### src/hdl/gpfc_map.svh
`ifndef GPFC_MAP_SVH
`define GPFC_MAP_SVH
// Report identifiers
`define GPFC_ID_GPIO_CFG 8'h49
`define GPFC_ID_SUSP_CFG 8'h4a
// Byte offsets inside the GPIO configuration report
`define GPFC_OFS_DIR_HI 4'h1
`define GPFC_OFS_DIR_LO 4'h2
`define GPFC_OFS_OD_HI 4'h3
`define GPFC_OFS_OD_LO 4'h4
`define GPFC_OFS_PU_HI 4'h5
`define GPFC_OFS_PU_LO 4'h6
`define GPFC_OFS_PD_HI 4'h7
`define GPFC_OFS_PD_LO 4'h8
`define GPFC_OFS_CLK_HI 4'h9
`define GPFC_OFS_CLK_LO 4'ha
`define GPFC_OFS_MODE0 4'hb
`define GPFC_OFS_MODE1 4'hc
// Byte offsets inside the suspend report
`define GPFC_OFS_SLVL_HI 4'h1
`define GPFC_OFS_SLVL_LO 4'h2
`define GPFC_OFS_SDRV_HI 4'h3
`define GPFC_OFS_SDRV_LO 4'h4
// Writable bits of a mask: pin bits, plus the suspend use flag at bit 15 in the suspend mask
`define GPFC_PIN_MASK 16'h3ccf
`define GPFC_SUSP_MASK 16'hbccf
`define GPFC_USE_SUSP_BIT 15
// Mode bytes
`define GPFC_MODE0_MASK 8'h7f
`define GPFC_MODE1_MASK 8'hc1
`define GPFC_MODE0_RESET 8'h01
`define GPFC_BIT_CLK_EN 0
`define GPFC_BIT_TRANSMIT_TOGGLE_ENABLE 6
`define GPFC_BIT_RECEIVE_TOGGLE_ENABLE 7
`define GPFC_BIT_HD_POL 3
`define GPFC_BIT_HD_PIN 4
// Pin numbers
`define GPFC_PIN_CLK 0
`define GPFC_PIN_RTS 1
`define GPFC_PIN_CTS 2
`define GPFC_PIN_HD 3
`define GPFC_PIN_TXT 4
`define GPFC_PIN_RXT 5
`define GPFC_PIN_DTR 8
`define GPFC_PIN_DSR 9
// Reference clock: 24 MHz from 100 MHz core by fractional accumulator
`define GPFC_REF_NUM 8'h18
`define GPFC_REF_DEN 8'h64
`endif

### src/hdl/gpfc_pkg.sv
package gpfc_pkg;
	typedef enum logic [1:0] {
		GPFC_G3_GPIO = 2'b00,
		GPFC_G3_HD_AUTO = 2'b01,
		GPFC_G3_HD_ADDR = 2'b10,
		GPFC_G3_RSVD = 2'b11
	} gpfc_g3_fn_type;
	typedef enum logic [2:0] {
		GPFC_MS_NONE = 3'b000,
		GPFC_MS_RTSCTS = 3'b001,
		GPFC_MS_DTRDSR = 3'b010,
		GPFC_MS_TX = 3'b011,
		GPFC_MS_TX_ADDR = 3'b100
	} gpfc_modem_type;
	typedef struct packed {
		logic wr;
		logic rd;
		logic [7:0] report_id;
		logic [3:0] offset;
		logic [7:0] wdata;
	} gpfc_req_type;
	typedef struct packed {
		logic [9:0] out;
		logic [9:0] oe;
		logic [9:0] pull_up;
		logic [9:0] pull_down;
	} gpfc_pins_type;
	typedef struct packed {
		logic tx_active;
		logic tx_addr_match;
		logic rts_n;
		logic dtr_n;
		logic tx_toggle;
		logic rx_toggle;
	} gpfc_uart_type;
endpackage

### src/hdl/gpfc_clk_div.sv
`timescale 1ns/100ps
`include "gpfc_map.svh"
module gpfc_clk_div (
	input wire logic clock_i, // Core clock
	input wire logic reset_i, // Synchronous reset
	input wire logic [7:0] high_i, // High period in reference cycles
	input wire logic [7:0] low_i, // Low period in reference cycles
	output logic ref_en_o, // 24 MHz reference enable
	output logic clk_o // Divided clock level
);
	logic [7:0] acc_q;
	logic [8:0] cnt_q;
	logic [8:0] acc_sum;
	logic ref_tick;
	logic in_high;
	logic [8:0] period;
	logic [8:0] hi_ext;

	assign acc_sum = {1'b0, acc_q} + {1'b0, `GPFC_REF_NUM};
	assign ref_tick = (acc_sum >= {1'b0, `GPFC_REF_DEN});
	assign period = {1'b0, high_i} + {1'b0, low_i};
	assign hi_ext = {1'b0, high_i};
	assign in_high = (cnt_q < hi_ext);

	// Fractional accumulator keeps the average rate exact at 24/100
	always_ff @(posedge clock_i) begin
		if (reset_i) begin
			acc_q <= 8'h00;
		end else if (ref_tick) begin
			acc_q <= 8'(acc_sum - {1'b0, `GPFC_REF_DEN});
		end else begin
			acc_q <= acc_sum[7:0];
		end
	end

	always_ff @(posedge clock_i) begin
		if (reset_i) begin
			cnt_q <= 9'h000;
		end else if (ref_tick) begin
			if (period == 9'h000 || cnt_q + 9'h001 >= period) begin
				cnt_q <= 9'h000;
			end else begin
				cnt_q <= cnt_q + 9'h001;
			end
		end
	end

	// Undivided reference is the tick itself: a one-cycle pulse keeps the full 24 MHz rate at a poor duty
	always_ff @(posedge clock_i) begin
		if (reset_i) begin
			clk_o <= 1'b0;
			ref_en_o <= 1'b0;
		end else begin
			ref_en_o <= ref_tick;
			if (period == 9'h000) begin
				clk_o <= ref_tick;
			end else begin
				clk_o <= in_high;
			end
		end
	end
endmodule

### src/hdl/gpfc_top.sv
`timescale 1ns/100ps
`include "gpfc_map.svh"
// Operation
// Mask bits 13:10, 7:6, 3:0 map GPIO9..6, 5..4, 3..0; others reserved.
// Clock output is 24 MHz divided by high plus low periods.
// Both divider values zero gives the undivided 24 MHz reference.
// Divided clock reaches GPIO0 only when clock function selected.
// Mode byte 1 bit 0 enables clock output, else GPIO.
// Mode byte 1 bit 7 enables receive toggle on GPIO5.
// Mode byte 1 bit 6 enables transmit toggle on GPIO4.
// Mode byte 0 bits 6:5 pick GPIO3 function; 11 reserved.
// Mode byte 0 bit 4 picks GPIO1 or GPIO3 for half-duplex enable.
// Mode byte 0 bit 3 sets half-duplex enable polarity, 1 high.
// Modem-select 000 none, 001 RTS/CTS default, 010 DTR/DSR.
// Modem-select 011 assert GPIO1 on transmit, 100 only after address match.
// Host must enable UART hardware flow control when choosing RTS/CTS.
// In suspend with use flag, pins drive their suspend level.
// In suspend with use flag, suspend-mode bit 0 open drain, 1 push-pull.
// Suspend level and drive words reset to zero.
// Suspend report 0x4A carries level bytes 1,2 and drive bytes 3,4.
// Direction bit 0 input, 1 output.
// Open-drain bit 0 open drain, 1 push-pull.
// Pull-up wins over pull-down when both set on input.
// Special-function pins ignore direction, open-drain and pull masks.
// Reserved bits ignored on write and read as zero.
// Divided clock high for high count, low for low count, repeating.
module gpfc_top #(
	parameter int PINS = 10
) (
	input wire logic clock_i, // Core clock, 100 MHz
	input wire logic reset_i, // Synchronous reset, active high
	input wire gpfc_pkg::gpfc_req_type req_i, // Report byte access
	output logic [7:0] rdata_o, // Read data, valid cycle after rd
	input wire logic [PINS-1:0] gpio_i, // Pin levels
	input wire logic [PINS-1:0] gpio_out_i, // GPIO output values from data register
	input wire logic usb_suspend_i, // USB suspended
	input wire gpfc_pkg::gpfc_uart_type uart_i, // UART side signals
	output gpfc_pkg::gpfc_pins_type pins_o, // Pin drive controls
	output logic [PINS-1:0] gpio_in_o, // Registered pin levels
	output logic cts_n_o, // CTS from GPIO2
	output logic dsr_n_o, // DSR from GPIO9
	output logic flow_rtscts_o, // RTS/CTS pins in use
	output logic flow_dtrdsr_o // DTR/DSR pins in use
);
	logic [15:0] dir_q;
	logic [15:0] od_q;
	logic [15:0] pu_q;
	logic [15:0] pd_q;
	logic [15:0] slvl_q;
	logic [15:0] sdrv_q;
	logic [7:0] clk_hi_q;
	logic [7:0] clk_lo_q;
	logic [7:0] mode0_q;
	logic [7:0] mode1_q;
	logic [7:0] rdata_d;
	logic div_clk;
	logic wr_cfg;
	logic wr_susp;
	logic [PINS-1:0] special;
	logic [PINS-1:0] spec_val;
	logic [PINS-1:0] spec_oe;
	logic [PINS-1:0] dir_p;
	logic [PINS-1:0] od_p;
	logic [PINS-1:0] pu_p;
	logic [PINS-1:0] pd_p;
	logic [PINS-1:0] lvl_p;
	logic [PINS-1:0] drv_p;
	logic hd_level;
	logic hd_active;
	logic suspended;
	gpfc_pkg::gpfc_g3_fn_type g3_fn;
	gpfc_pkg::gpfc_modem_type modem;
	gpfc_pkg::gpfc_pins_type pins_d;
	localparam logic [15:0] PIN_MASK = `GPFC_PIN_MASK;
	localparam logic [15:0] SUSP_MASK = `GPFC_SUSP_MASK;

	assign wr_cfg = req_i.wr && req_i.report_id == `GPFC_ID_GPIO_CFG;
	assign wr_susp = req_i.wr && req_i.report_id == `GPFC_ID_SUSP_CFG;

	// Reserved bits are masked off at write so they always read as zero
	always_ff @(posedge clock_i) begin
		if (reset_i) begin
			dir_q <= 16'h0000;
			od_q <= 16'h0000;
			pu_q <= 16'h0000;
			pd_q <= 16'h0000;
		end else if (wr_cfg) begin
			case (req_i.offset)
				`GPFC_OFS_DIR_HI: dir_q[15:8] <= req_i.wdata & PIN_MASK[15:8];
				`GPFC_OFS_DIR_LO: dir_q[7:0] <= req_i.wdata & PIN_MASK[7:0];
				`GPFC_OFS_OD_HI: od_q[15:8] <= req_i.wdata & PIN_MASK[15:8];
				`GPFC_OFS_OD_LO: od_q[7:0] <= req_i.wdata & PIN_MASK[7:0];
				`GPFC_OFS_PU_HI: pu_q[15:8] <= req_i.wdata & PIN_MASK[15:8];
				`GPFC_OFS_PU_LO: pu_q[7:0] <= req_i.wdata & PIN_MASK[7:0];
				`GPFC_OFS_PD_HI: pd_q[15:8] <= req_i.wdata & PIN_MASK[15:8];
				`GPFC_OFS_PD_LO: pd_q[7:0] <= req_i.wdata & PIN_MASK[7:0];
				default: begin
				end
			endcase
		end
	end

	always_ff @(posedge clock_i) begin
		if (reset_i) begin
			clk_hi_q <= 8'h00;
			clk_lo_q <= 8'h00;
			mode0_q <= `GPFC_MODE0_RESET;
			mode1_q <= 8'h00;
		end else if (wr_cfg) begin
			case (req_i.offset)
				`GPFC_OFS_CLK_HI: clk_hi_q <= req_i.wdata;
				`GPFC_OFS_CLK_LO: clk_lo_q <= req_i.wdata;
				`GPFC_OFS_MODE0: mode0_q <= req_i.wdata & `GPFC_MODE0_MASK;
				`GPFC_OFS_MODE1: mode1_q <= req_i.wdata & `GPFC_MODE1_MASK;
				default: begin
				end
			endcase
		end
	end

	always_ff @(posedge clock_i) begin
		if (reset_i) begin
			slvl_q <= 16'h0000;
			sdrv_q <= 16'h0000;
		end else if (wr_susp) begin
			case (req_i.offset)
				`GPFC_OFS_SLVL_HI: slvl_q[15:8] <= req_i.wdata & SUSP_MASK[15:8];
				`GPFC_OFS_SLVL_LO: slvl_q[7:0] <= req_i.wdata & SUSP_MASK[7:0];
				`GPFC_OFS_SDRV_HI: sdrv_q[15:8] <= req_i.wdata & SUSP_MASK[15:8];
				`GPFC_OFS_SDRV_LO: sdrv_q[7:0] <= req_i.wdata & SUSP_MASK[7:0];
				default: begin
				end
			endcase
		end
	end

	always_comb begin
		rdata_d = 8'h00;
		if (req_i.report_id == `GPFC_ID_GPIO_CFG) begin
			case (req_i.offset)
				`GPFC_OFS_DIR_HI: rdata_d = dir_q[15:8];
				`GPFC_OFS_DIR_LO: rdata_d = dir_q[7:0];
				`GPFC_OFS_OD_HI: rdata_d = od_q[15:8];
				`GPFC_OFS_OD_LO: rdata_d = od_q[7:0];
				`GPFC_OFS_PU_HI: rdata_d = pu_q[15:8];
				`GPFC_OFS_PU_LO: rdata_d = pu_q[7:0];
				`GPFC_OFS_PD_HI: rdata_d = pd_q[15:8];
				`GPFC_OFS_PD_LO: rdata_d = pd_q[7:0];
				`GPFC_OFS_CLK_HI: rdata_d = clk_hi_q;
				`GPFC_OFS_CLK_LO: rdata_d = clk_lo_q;
				`GPFC_OFS_MODE0: rdata_d = mode0_q;
				`GPFC_OFS_MODE1: rdata_d = mode1_q;
				default: rdata_d = 8'h00;
			endcase
		end else if (req_i.report_id == `GPFC_ID_SUSP_CFG) begin
			case (req_i.offset)
				`GPFC_OFS_SLVL_HI: rdata_d = slvl_q[15:8];
				`GPFC_OFS_SLVL_LO: rdata_d = slvl_q[7:0];
				`GPFC_OFS_SDRV_HI: rdata_d = sdrv_q[15:8];
				`GPFC_OFS_SDRV_LO: rdata_d = sdrv_q[7:0];
				default: rdata_d = 8'h00;
			endcase
		end
	end

	always_ff @(posedge clock_i) begin
		if (reset_i) begin
			rdata_o <= 8'h00;
		end else if (req_i.rd) begin
			rdata_o <= rdata_d;
		end
	end

	gpfc_clk_div u_div (
		.clock_i(clock_i),
		.reset_i(reset_i),
		.high_i(clk_hi_q),
		.low_i(clk_lo_q),
		.ref_en_o(),
		.clk_o(div_clk)
	);

	// Pin-number view of the 16-bit masks
	genvar gi;
	generate
		for (gi = 0; gi < PINS; gi++) begin : g_map
			localparam int B = (gi < 4) ? gi : ((gi < 6) ? gi + 2 : gi + 4);
			assign dir_p[gi] = dir_q[B];
			assign od_p[gi] = od_q[B];
			assign pu_p[gi] = pu_q[B];
			assign pd_p[gi] = pd_q[B];
			assign lvl_p[gi] = slvl_q[B];
			assign drv_p[gi] = sdrv_q[B];
		end
	endgenerate

	assign g3_fn = gpfc_pkg::gpfc_g3_fn_type'(mode0_q[6:5]);
	assign modem = gpfc_pkg::gpfc_modem_type'(mode0_q[2:0]);
	assign suspended = usb_suspend_i && slvl_q[`GPFC_USE_SUSP_BIT];

	// Half-duplex activity per the chosen pin's own function field
	always_comb begin
		hd_active = 1'b0;
		if (mode0_q[`GPFC_BIT_HD_PIN]) begin
			case (g3_fn)
				gpfc_pkg::GPFC_G3_HD_AUTO: hd_active = uart_i.tx_active;
				gpfc_pkg::GPFC_G3_HD_ADDR: hd_active = uart_i.tx_active && uart_i.tx_addr_match;
				default: hd_active = 1'b0;
			endcase
		end else begin
			case (modem)
				gpfc_pkg::GPFC_MS_TX: hd_active = uart_i.tx_active;
				gpfc_pkg::GPFC_MS_TX_ADDR: hd_active = uart_i.tx_active && uart_i.tx_addr_match;
				default: hd_active = 1'b0;
			endcase
		end
	end
	assign hd_level = mode0_q[`GPFC_BIT_HD_POL] ? hd_active : ~hd_active;

	always_comb begin
		special = '0;
		spec_val = '0;
		spec_oe = '0;
		if (mode1_q[`GPFC_BIT_CLK_EN]) begin
			special[`GPFC_PIN_CLK] = 1'b1;
			spec_val[`GPFC_PIN_CLK] = div_clk;
			spec_oe[`GPFC_PIN_CLK] = 1'b1;
		end
		if (mode1_q[`GPFC_BIT_TRANSMIT_TOGGLE_ENABLE]) begin
			special[`GPFC_PIN_TXT] = 1'b1;
			spec_val[`GPFC_PIN_TXT] = uart_i.tx_toggle;
			spec_oe[`GPFC_PIN_TXT] = 1'b1;
		end
		if (mode1_q[`GPFC_BIT_RECEIVE_TOGGLE_ENABLE]) begin
			special[`GPFC_PIN_RXT] = 1'b1;
			spec_val[`GPFC_PIN_RXT] = uart_i.rx_toggle;
			spec_oe[`GPFC_PIN_RXT] = 1'b1;
		end
		case (modem)
			gpfc_pkg::GPFC_MS_RTSCTS: begin
				special[`GPFC_PIN_RTS] = 1'b1;
				spec_val[`GPFC_PIN_RTS] = uart_i.rts_n;
				spec_oe[`GPFC_PIN_RTS] = 1'b1;
				special[`GPFC_PIN_CTS] = 1'b1;
			end
			gpfc_pkg::GPFC_MS_DTRDSR: begin
				special[`GPFC_PIN_DTR] = 1'b1;
				spec_val[`GPFC_PIN_DTR] = uart_i.dtr_n;
				spec_oe[`GPFC_PIN_DTR] = 1'b1;
				special[`GPFC_PIN_DSR] = 1'b1;
			end
			gpfc_pkg::GPFC_MS_TX, gpfc_pkg::GPFC_MS_TX_ADDR: begin
				if (!mode0_q[`GPFC_BIT_HD_PIN]) begin
					special[`GPFC_PIN_RTS] = 1'b1;
					spec_val[`GPFC_PIN_RTS] = hd_level;
					spec_oe[`GPFC_PIN_RTS] = 1'b1;
				end
			end
			default: begin
			end
		endcase
		if (mode0_q[`GPFC_BIT_HD_PIN] &&
			(g3_fn == gpfc_pkg::GPFC_G3_HD_AUTO || g3_fn == gpfc_pkg::GPFC_G3_HD_ADDR)) begin
			special[`GPFC_PIN_HD] = 1'b1;
			spec_val[`GPFC_PIN_HD] = hd_level;
			spec_oe[`GPFC_PIN_HD] = 1'b1;
		end
	end

	// Open drain drives only a low, otherwise floats
	always_comb begin
		for (int i = 0; i < PINS; i++) begin
			pins_d.out[i] = 1'b0;
			pins_d.oe[i] = 1'b0;
			pins_d.pull_up[i] = 1'b0;
			pins_d.pull_down[i] = 1'b0;
			if (suspended) begin
				pins_d.out[i] = lvl_p[i];
				pins_d.oe[i] = drv_p[i] | ~lvl_p[i];
			end else if (special[i]) begin
				pins_d.out[i] = spec_val[i];
				pins_d.oe[i] = spec_oe[i];
			end else if (dir_p[i]) begin
				pins_d.out[i] = od_p[i] ? gpio_out_i[i] : 1'b0;
				pins_d.oe[i] = od_p[i] | ~gpio_out_i[i];
			end else begin
				pins_d.pull_up[i] = pu_p[i];
				pins_d.pull_down[i] = pd_p[i] & ~pu_p[i];
			end
		end
	end

	always_ff @(posedge clock_i) begin
		if (reset_i) begin
			pins_o <= '0;
			gpio_in_o <= '0;
			cts_n_o <= 1'b1;
			dsr_n_o <= 1'b1;
			flow_rtscts_o <= 1'b0;
			flow_dtrdsr_o <= 1'b0;
		end else begin
			pins_o <= pins_d;
			gpio_in_o <= gpio_i;
			cts_n_o <= (modem == gpfc_pkg::GPFC_MS_RTSCTS) ? gpio_i[`GPFC_PIN_CTS] : 1'b0;
			dsr_n_o <= (modem == gpfc_pkg::GPFC_MS_DTRDSR) ? gpio_i[`GPFC_PIN_DSR] : 1'b0;
			flow_rtscts_o <= (modem == gpfc_pkg::GPFC_MS_RTSCTS);
			flow_dtrdsr_o <= (modem == gpfc_pkg::GPFC_MS_DTRDSR);
		end
	end

	a_reserved_zero: assert property (@(posedge clock_i) disable iff (reset_i)
		(dir_q & ~`GPFC_PIN_MASK) == 16'h0000 && (mode1_q & ~`GPFC_MODE1_MASK) == 8'h00)
		else $error("reserved bits set");
	a_suspend_level: assert property (@(posedge clock_i) disable iff (reset_i)
		suspended && !$rose(suspended) |=> pins_o.out == $past(lvl_p))
		else $error("suspend level wrong");
	a_pullup_wins: assert property (@(posedge clock_i) disable iff (reset_i)
		(pins_o.pull_up & pins_o.pull_down) == '0)
		else $error("pull up and down both on");
	a_clock_gate: assert property (@(posedge clock_i) disable iff (reset_i)
		!suspended && !mode1_q[`GPFC_BIT_CLK_EN] && !dir_p[`GPFC_PIN_CLK] |=> !pins_o.oe[`GPFC_PIN_CLK])
		else $error("clock pin driven while disabled");
	a_hd_polarity: assert property (@(posedge clock_i) disable iff (reset_i)
		!suspended && mode0_q[`GPFC_BIT_HD_PIN] && g3_fn == gpfc_pkg::GPFC_G3_HD_AUTO
		|=> pins_o.out[`GPFC_PIN_HD] == ($past(uart_i.tx_active) ~^ $past(mode0_q[`GPFC_BIT_HD_POL])))
		else $error("half duplex level wrong");
	a_susp_reset: assert property (@(posedge clock_i) $fell(reset_i) |-> slvl_q == 16'h0000 && sdrv_q == 16'h0000)
		else $error("suspend words not reset");
	a_txt_route: assert property (@(posedge clock_i) disable iff (reset_i)
		!suspended && mode1_q[`GPFC_BIT_TRANSMIT_TOGGLE_ENABLE] |=> pins_o.out[`GPFC_PIN_TXT] == $past(uart_i.tx_toggle))
		else $error("transmit toggle not routed");
	a_rxt_route: assert property (@(posedge clock_i) disable iff (reset_i)
		!suspended && mode1_q[`GPFC_BIT_RECEIVE_TOGGLE_ENABLE] |=> pins_o.out[`GPFC_PIN_RXT] == $past(uart_i.rx_toggle))
		else $error("receive toggle not routed");
endmodule

### config.mk
export PLATFORM = sky130hd
export DESIGN_NAME = gpfc_top
export DESIGN_NICKNAME = d
export VERILOG_FILES = /design/src/hdl/gpfc_pkg.sv /design/src/hdl/gpfc_clk_div.sv /design/src/hdl/gpfc_top.sv
export VERILOG_INCLUDE_DIRS = /design/src /design/src/hdl
export SDC_FILE = /design/constraint.sdc
export NUM_CORES = 1
export LEC_CHECK = 0
export BUFFER_PORTS_ARGS = -buffer_cell sky130_fd_sc_hd__buf_4
export CAP_MARGIN = 10
export CORE_MARGIN = 2
export CORE_UTILIZATION = 40
export CTS_CLUSTER_SIZE = 40
export DETAILED_ROUTE_END_ITERATION = 7
export GPL_TIMING_DRIVEN = 0
export HOLD_SLACK_MARGIN = 0.08
export SYNTH_ARGS = -nofsm -noshare
export SYNTH_HDL_FRONTEND = slang
export SYNTH_SLANG_ARGS = --single-unit
export TNS_END_PERCENT = 20
### constraint.sdc
create_clock -name clock_i -period 8 [get_ports clock_i]
set_input_delay 0.8 -clock clock_i [delete_from_list [all_inputs] [get_ports clock_i]]
set_output_delay 0.8 -clock clock_i [all_outputs]
set_load 0.02 [all_outputs]
* Word level (Yosys, flattened, before mapping) *
Index checks and enable logic that the tools add are counted.

cells by class
  multiplexer cells = 95
  bitwise operators = 61
  reduce and logical (&&, ||, !) cells = 35
  add/sub/neg operators = 4
  $mul = 0
  shift-type cells = 0
  magnitude comparators = 3
  divide/modulo/power cells = 0
  eq/ne operators = 20

operator list
  operator                                                               number
  8-bit case mux with 12 select lines                                    1
  1-bit 2-to-1 mux                                                       84
  8-bit case mux with 4 select lines                                     1
  2-bit AND reduction                                                    16
  4-bit OR reduction                                                     8
  1-bit inverter                                                         31
  8-bit 2-to-1 mux                                                       3
  4-bit equality test, second input constant                             5
  1-bit OR                                                               20
  4-bit by 3-bit equality test with 1-bit output, second input constant  4
  8-bit by 7-bit equality test with 1-bit output, second input constant  2
  1-bit AND                                                              10
  8-bit by 5-bit adder with 9-bit output, second input constant          1
  8-bit by 8-bit adder with 9-bit output                                 1
  9-bit by 1-bit adder with 9-bit output, second input constant          1
  9-bit by 7-bit >= comparator with 1-bit output, second input constant  1
  9-bit >= comparator                                                    1
  9-bit logical NOT                                                      1
  9-bit by 8-bit less-than comparator with 1-bit output                  1
  9-bit 2-to-1 mux                                                       1
  4-bit by 2-bit equality test with 1-bit output, second input constant  2
  1-bit case mux with 2 select lines                                     4
  8-bit by 7-bit subtractor with 8-bit output, second input constant     1
  3-bit by 2-bit equality test with 1-bit output, second input constant  2
  10 further kinds                                                       16

storage, ports and cells
  input bits = 51
  logic and storage cells = 265
  ROM bits = 0
  RAM bits = 0
  output and inout bits = 62
  register bits after elaboration = 168
  latch bits = 0
  memories kept = 0

* Logic depth before layout (Yosys ltp) *
Gate-level depths: netlist (run 1).

  word-level depth = 9
  gate-level depth with buffers = 13
  gate-level depth less buffers = 13

* By module *
Synthesis (run 1) repeated with hierarchy kept, for this count alone.

unflattened totals
  cells, all modules = 950
  area, all modules = 8426.8 um2

by module, submodules not included
  module        cells an instance  seq. area each (um2)  area each (um2)  instances
  gpfc_top      749                3002.9                6672.6           1
  gpfc_clk_div  201                340.3                 1754.2           1

* Least setup slack after synthesis (run 1) *
OpenSTA, ideal clock, no wires.

  kind = reg2reg
  start = register clk_hi_q[0]
  end = register u_div.cnt_q[5]
  stages on the path, launching flop included = 13
  arrival time = 2753 ps
  setup time = 79 ps
  path slack = 5168 ps
  buffers on the path = 0
  required time = 7921 ps
  period minus slack after synthesis = 2832 ps
  cells stage by stage = dfxtp_1 > ha_1 > fa_1 > a211oi_2 > o21bai_1 > a21oi_1 > xnor2_1 > ha_1 > a211oi_1 > o21ai_0 > a21boi_2 > nand2_1 > o211ai_1

between the ends
  word-level cells in the longest chain between the ends = 4
  elaborated cells on any way between the ends = 5
  classes of those cells = 1 x add/sub; 1 x order compare; 1 x mux; 2 x reduce/logical

ends and longest elaborated chain
  what                                                      RTL line            source
  start, declared                                           gpfc_top.sv:51      logic [7:0] clk_hi_q;
  start signal, assigned                                    gpfc_top.sv:111     `GPFC_OFS_CLK_HI: clk_hi_q <= req_i.wdata;
  8-bit by 8-bit adder with 9-bit output *                  gpfc_clk_div.sv:21  assign period = {1'b0, high_i} + {1'b0, low_i};
  9-bit >= comparator or 9-bit logical NOT (tied branches)  gpfc_clk_div.sv:40  if (period == 9'h000 || cnt_q + 9'h001 >= period) begin
  1-bit logical OR *                                        gpfc_clk_div.sv:40
  9-bit 2-to-1 mux *                                        gpfc_clk_div.sv:40
  end signal, assigned                                      gpfc_clk_div.sv:43  cnt_q <= cnt_q + 9'h001;
  end, declared                                             gpfc_clk_div.sv:12  logic [8:0] cnt_q;

Mark *: on every way between the ends. The rest lies on a longest branch, timed or not.
A chain may end at the register's enable or synchronous reset.

* Worst setup path in the final report (run 1) *
Ends and elaborated chain as after synthesis.

==> results of run 1 <==
[sequential cells by signal (all words and copies together), names as in the netlist]
register	cells
gpio_in_o	10
flow_rtscts_o	1
u_div.clk_o	1
cts_n_o	1
clk_hi_q	8
rdata_o	8
dir_q	10
pd_q	10
sdrv_q	11
od_q	10
pu_q	10
flow_dtrdsr_o	1
u_div.cnt_q	9
u_div.acc_q	6
mode0_q	7
mode1_q	3
dsr_n_o	1
pins_o	40
clk_lo_q	8
slvl_q	11
[per-stage QoR]
stage | util, % | cells | worst slack [ns] | hold WS, ns | power (mW)
after global placement | 46.10 | 1304 | 4.719 | 0.4653 | 1.121
after detailed placement | 46.10 | 1304 | 4.694 | 0.4722 | 1.121
after global routing | 49.06 | 1336 | 4.340 | 0.5098 | 2.021
final | 49.06 | 1336 | 4.683 | 0.4851 | 1.951
after floorplan | - | 931 | 5.168 | 0.4342 | 1.044
after CTS | 49.06 | 1336 | 4.656 | 0.4818 | 1.958
[routing by layer]
| layer | wire, um | track usage (%) |
|---|---|---|
| met4 | 562 | 7.740 |
| met5 | 0 | 0 |
| met1 | 12300 | 34.95 |
| met3 | 2120 | 5.528 |
| met2 | 11030 | 35.63 |
[synth_stat cells (15+ instances only)]
master	number
dfxtp_1	166
nor2_1	95
nand2_1	84
o21ai_0	66
a21oi_1	59
mux2i_1	52
clkbuf_1	38
ha_1	32
nor2b_1	30
inv_1	19
nand2b_1	19
a211oi_1	18
nor3b_1	18
a22oi_1	17
nor3_1	15
[area by class of cell]
cell class                 instances  area, um^2
clock inverter                    11       136.4
inverter                          20       75.07
timing repair buffer             103       773.2
clock buffer                      21       460.4
buffer                            59       251.5
sequential                       166        3323
tap                              270       337.8
multi-input combinational        686        4538
fill                            1994       10270
[worst min path at each step]
stage                               to  cells past startpoint
2_1_floorplan     pins_o[5]$_SDFF_PP0_                      2
3_3_place_gp   sdrv_q[15]$_SDFFE_PP0P_                      2
3_5_place_dp   sdrv_q[15]$_SDFFE_PP0P_                      2
4_1_cts        sdrv_q[15]$_SDFFE_PP0P_                      2
5_1_grt        rdata_o[5]$_SDFFE_PP0P_                      2
6_report          pins_o[6]$_SDFF_PP0_                      1
[power breakdown]
part	internal (mW)	switching [mW]	total, mW
registers	0.847	0.0167	0.864
clock network	0.483	0.363	0.846
logic	0.0965	0.145	0.241
[cells by family (layout without fill, tap and decap cells)]
logic type               Yosys count  in the layout  synth area share, %
AO/OA/AOI/OAI                    246            246                20.16
XOR/XNOR                          17             17                1.818
adder cells (fa/ha/maj)           33             33                5.134
buffers and inverters             79            214                3.988
flip-flops                       166            166                40.59
multiplexers                      57             57                7.182
AND/OR/NAND/NOR                  333            333                21.13
==> impl_results.md, run 1 <==
* Critical path arrival at 3.67 ns
* Worst Setup End Kind: flop
* Nets@finish at 1137
* Critical Path Sink: u_div.cnt_q[5]$_SDFFE_PP0N_
* Post-synthesis cell area at 8188 um^2
* Skew final at between 0.009 and 0.01 ns
* Slowest cell on crit path: dfxtp_1
* Setup crit start kind: flop
* Initial core utilization at between 40% and 50%
* Post-synthesis register bit count at 166
* # diodes at 0
* Placeable Area at 20170 um^2
* Layout Area Growth over Synthesis at 20.86%
* Crit. path cell count at 13
* Gr usage total at around a quarter
* Crit share post-route at between 40% and 50%
* Least-Margin Pin Slew at ~0.94 ns
* Setup CP Type: flop to flop
* Worst Path Required at ~8.4 ns
* Ports at 113
* Critical path, cell by cell: ha_1 > fa_1 > a211oi_2 > o21bai_1 > a21oi_1 > o21bai_1 > a21oi_1 > ha_1 > a2111o_1 > o32ai_1 > a21boi_2 > nand2_1 > o211ai_1
* Fin. Hold Viols at 0
* DR pass1 iterations at 6
* R2R cell count at 13
* Die ar. at 21630 um^2
* Port buffer count at 103
* Worst hold start: pu_q[10]$_SDFFE_PP0P_
* Routed vias at between 7000 and 8000
* Tmin final at roughly 3.3 ns
* Die H at 147.1 um
* Net Count, Synth at 1015
* Iteration-0 DRC Markers at between 700 and 800
* Most frequent cells in the layout: 166 x dfxtp_1, 107 x buf_4, 95 x nor2_1, 84 x nand2_1, 66 x o21ai_0
* Hold buffers post-CTS at 0
* Routed Antenna Nets at 0
* Core Rows at 52
* Chip width at 147.1 um
* Overflow after GRT at 0
* First-pass GRT wire length at 40370 um
* Reg2reg start: clk_hi_q[0]$_SDFFE_PP0P_
* Initial antenna violation count at 0
* Max-slew headroom at between 30% and 40%
* Power per cell area at 197.1 nW/um^2
* Via density at 5.603
* Fmax achieved at 301.5 MHz
* Final Cell Area at 9896 um^2
* Clock-pin slew on the worst setup and hold paths at 0.07 ns
* TritonCTS buffer count at 17
* Yosys warns at 0
* Min-Delay Path Class: flop to flop
* Setup Buffers After CTS at 0
* Layout cells sized above 1 at 16.70%
* Ranking of synthesized cells by area: dfxtp_1 41%, mux2i_1 6.4%, ha_1 4.9%
* Top_reg_cell synth: dfxtp_1
* Mean Syn Cell Area at 8.795 um^2
* Max IR drop VDD at 0.1444 mV
* WL per Instance at 19.47 um
* Largest net degree at the start of global routing at 17
* Leakage power figure at about 3.7 nW
* RR Endpoint: u_div.cnt_q[5]$_SDFFE_PP0N_
* Number of H-tree levels at 4
* Placer Congestion at about 0.94
* Number of global-route vias before repair at approximately 7000
* Clock latency on the worst-skew pair at about 0.43 ns
* Post_cts resized at 0
* Final setup fails at 0
* Residual DRC count at 0
* Total Wirelength at 26010 um
* Commonest non-fill, non-tap cell in the layout: dfxtp_1
* Top delay family on crit path: compound AO/OA/AOI/OAI gates
* Total negative slack at 0 ns
* Internal reg-to-reg setup slack at 4.68 ns
* RSZ-0062 raised after global routing: no
* CP Launch Point: clk_hi_q[0]$_SDFFE_PP0P_
* Async SR Flop Fraction at 0%
* Post-synthesis cell type with the largest combined area: dfxtp_1
* CTS Sinks at 166
* Max_cap viols at 0
* CTS root buf: clkbuf_16
* Post-synthesis cell count at 931
* Max FO, Critical Path at 9
* Final Max Slew Viols at 0
* Seq/Total Area, Yosys at 40.59%
* CP peak stage delay at 0.47 ns
* Number of synthesized flops with an enable pin at 0
* Share of Yosys cell area claimed by the top area cell type at 40.59%
* Bufs and invs on worst path at 0
* Dpl hpwl at roughly 19000 um
* Status: finished, final reports clean
* TritonCTS clock tree: yes
* Post-place instance area at slightly above 9000 um^2
* CTS max path bufs at 2
* Unique masters post-synth at 79
No activity file was read; power rests on OpenSTA's default activity.
==> run 2: changes to the inputs <==
--- a/config.mk
+++ b/config.mk
@@ -6,6 +6,7 @@
 export SDC_FILE = /design/constraint.sdc
 export NUM_CORES = 1
 export LEC_CHECK = 0
+export ABC_AREA = 1
 export BUFFER_PORTS_ARGS = -buffer_cell sky130_fd_sc_hd__buf_4
 export CAP_MARGIN = 10
 export CORE_MARGIN = 2
==> constraint.sdc (replaced) <==
create_clock -name clock_i -period 2.79 [get_ports clock_i]
set_input_delay 0.279 -clock clock_i [delete_from_list [all_inputs] [get_ports clock_i]]
set_output_delay 0.279 -clock clock_i [all_outputs]
set_load 0.02 [all_outputs]
==> run 2 against run 1 <==
  * Setup slack worse by 4.5 ns
  * Register-to-register slack worse by 4.5 ns
  * Cell count up 13%
  * Via count is 3.9% higher
  * Clock power rose to 2.9 times the previous value
  * Final area is 1.2% lower
  * Highest routed layer unchanged
  * Critical path depth down 1
  * Critical endpoint is now u_div.cnt_q[7]$_SDFFE_PP0N_
  * Power rose to 3.1 times the previous value
  * Die area fell by 4.7%
==> impl_results.md, run 2 <==
* Setup CP Type: flop to flop
* Core Rows at 51 (-1.9%)
* Cell with the most instances after synthesis: dfxtp_1
* Cell mode on critical path: nand3_2
* Die ar. at 20620 um^2 (-4.7%)
* Most flops, register: pins_o
* CTS Sinks at 166 (unchanged)
* Yosys warns at 0 (unchanged)
* Top flop regs: pins_o: 40 flops, sdrv_q: 11 flops, slvl_q: 11 flops
* Setup crit start kind: flop
* Status: finished, final reports clean
* Worst Setup End Kind: flop
* Crit share post-route at 92.44% (+51 points)
* Share of Yosys cell area claimed by the top area cell type at 42.63% (+2.0 points)
* Mean Syn Cell Area at 7.184 um^2 (-18%)
* Largest net degree at the start of global routing at 18 (+1)
* Routed vias at 7776 (+3.9%)
* Via density at 5.174 (-7.7%)
* Dpl ws at -0.3223 ns (-5.016 ns)
* Initial core utilization at 40.45% (-0.15 points)
* Max FO, Critical Path at 5 (-4)
* # diodes at 0 (unchanged)
* Leakage power figure at 4.169 nW (+12%)
* Placed Cells at 1460 (+12%)
* Number of H-tree levels at 4 (unchanged)
* Net Count, Synth at 1169 (+15%)
* Overflow after GRT at 0 (unchanged)
* Tmin final at 2.579 ns (-0.7380 ns)
* Setup Buffers After CTS at 0 (unchanged)
* Power per cell area at 625.5 nW/um^2 (+220%)
* Layout Area Growth over Synthesis at 25.47%
* Die H at 143.6 um (-2.4%)
* Layout fillers at 1971 (-1.2%)
* Post-synthesis cell area at 7795 um^2 (-4.8%)
* Top_reg_cell synth: dfxtp_1
* Post-synthesis cell type with the largest combined area: dfxtp_1
* TritonCTS buffer count at 17 (unchanged)
* Most frequent cells in the layout: 164 x dfxtp_1, 160 x nand2_1, 146 x inv_1, 142 x nor2_1, 128 x o21ai_0
* Final Max Slew Viols at 0 (unchanged)
* Hold path depth at 2 (+1)
* Unique masters post-synth at 41 (-48%)
* Async SR Flop Fraction at 0% (unchanged)
* Commonest non-fill, non-tap cell in the layout: dfxtp_1
* Layout cells sized above 1 at 14.86% (-1.8 points)
* Critical path arrival at 2.94 ns (-0.73 ns)
* TritonCTS clock tree: yes
* Ports at 113 (unchanged)
* Clock-pin slew on the worst setup and hold paths at 0.07 ns (about the same)
* Max_cap viols at 0 (unchanged)
* WL per Instance at 16.90 um (-13%)
* Max-slew headroom at 52.05% (+15 points)
* Fin. Hold Viols at 0 (unchanged)
* Placer Congestion at 0.9362 (-0.85%)
* Dpl hpwl at 18930 um (-2.4%)
* CTS max path bufs at 2 (unchanged)
* Number of flip-flops in the largest register at 40 (unchanged)
* CTS root buf: clkbuf_16
* R2R cell count at 12 (-1)
* Chip width at 143.6 um (-2.4%)
* First-pass GRT wire length at 38540 um (-4.5%)
* Least-Margin Pin Slew at 0.7193 ns (-0.2245 ns)
* Gr usage total at 24.75% (+0.61 points)
* Cell Count, Final, Fillers Out at 1503 (+13%)
* Internal reg-to-reg setup slack at 0.21 ns (-4.47 ns)
* Skew final at 0.01147 ns (+0.002309 ns)
* Number of synthesized flops with an enable pin at 0 (unchanged)
* Slowest cell on crit path: fa_2
* Residual DRC count at 0 (unchanged)
* Initial antenna violation count at 0 (unchanged)
* Seq/Total Area, Yosys at 42.63% (+2.0 points)
* Min-Delay Path Class: input port to flop
* Port buffer count at 110 (+6.8%)
* CP peak stage delay at 0.38 ns (-0.09 ns)
* Max IR drop VDD at 0.4292 mV (+200%)
* Ranking of synthesized cells by area: dfxtp_1 43%, o21ai_0 8.2%, a21oi_1 8.1%
* Worst Path Required at 3.15 ns (-5.20 ns)
* Fmax achieved at 387.7 MHz (+29%)
* DR pass1 iterations at 5 (-1)
* Final setup fails at 0 (unchanged)
* PnR worst setup slack at 0.2110 ns (-4.472 ns)
* Total Wirelength at 25400 um (-2.3%)
* Power Total at 6.118 mW (+210%)
* Routed Antenna Nets at 0 (unchanged)
* Number of global-route vias before repair at 7022 (+0.66%)
* Post-synthesis register bit count at 166 (unchanged)
* Post-synthesis cell count at 1085 (+17%)
* Critical path, cell by cell: ha_2 > fa_2 > nand3_2 > nand3_2 > a21oi_4 > ha_4 > a21oi_1 > o21a_1 > nand3_2 > a21oi_4 > nand3_1 > a21oi_2
* Nets@finish at 1309 (+15%)
* Clock latency on the worst-skew pair at 0.44 ns (about the same)
* Most frequent cells after synthesis: 166 x dfxtp_1, 160 x nand2_1, 146 x inv_1
* Iteration-0 DRC Markers at 844 (+9.6%)
* Placeable Area at 19270 um^2 (-4.5%)
run 2: critical path: cells and delay by family (launching register included):
family | cells | cell delay, ns
and+or+nand+nor | 4 | 0.45
DFF | 1 | 0.33
adders and majority gates | 3 | 0.83
AOI/OAI and AO/OA | 5 | 0.89
run 2: final cells by class:
| class | count | area [um^2] | share of cell area (%) |
|---|---|---|---|
| Multi-Input combinational cell | 733 | 3852 | 39.39 |
| Sequential cell | 166 | 3326 | 34.00 |
| Timing Repair Buffer | 120 | 925.9 | 9.467 |
| Inverter | 150 | 563.0 | 5.757 |
| Clock buffer | 18 | 429.2 | 4.388 |
| Tap cell | 265 | 331.6 | 3.390 |
| Clock inverter | 14 | 181.4 | 1.855 |
| Buffer | 37 | 171.4 | 1.753 |
run 2: cell families after synthesis:
kind of cell	synth area share, %
adders and majority gates	5.393
xor gates and xnor gates	1.220
AOI/OAI and AO/OA	20.16
buffers and inverters	9.422
and+or+nand+nor	21.17
DFF	42.63
run 2: routing by layer:
layer	wire length, um	global-route usage [%]
met1	11880	36.41
met2	10870	36.77
met3	2069	4.432
met4	578	7.585
met5	0	0
run 2: repair_timing:
action	CTS	global route
hold buffers	10	0
resized for setup	3	20
hold endpoints to repair	10	0
gates cloned	0	1
setup endpoints to repair	9	9
pin swaps	0	1
run 2: path summary, 6_finish.rpt:
| check | from | end |
|---|---|---|
| hold reg to reg | pu_q[0]$_SDFFE_PP0P_ | pins_o[0]$_SDFF_PP0_ |
| hold / removal | reset_i | pins_o[26]$_SDFF_PP0_ |
| setup / recovery | clk_lo_q[0]$_SDFFE_PP0P_ | u_div.cnt_q[7]$_SDFFE_PP0N_ |
| setup reg to reg | clk_lo_q[0]$_SDFFE_PP0P_ | u_div.cnt_q[7]$_SDFFE_PP0N_ |
run 2: power by group:
part / internal [mW] / switching (mW) / total (mW)
clock: 1.37 / 1.10 / 2.46
combinational: 0.441 / 0.683 / 1.12
sequential: 2.45 / 0.0790 / 2.53
total: 4.26 / 1.86 / 6.12
run 2: stage by stage:
step	setup TNS [ns]	area (um^2)	utilization, %	hold slack (ns)
after detailed placement	-2.553	8952	46.46	0.4292
final	0	9781	50.75	0.08998
after global routing	-0.004842	9781	50.75	0.08139
after global placement	-2.514	8952	46.46	0.4309
after CTS	0	9678	50.22	0.08558
after floorplan	0	7795	-	0.3705
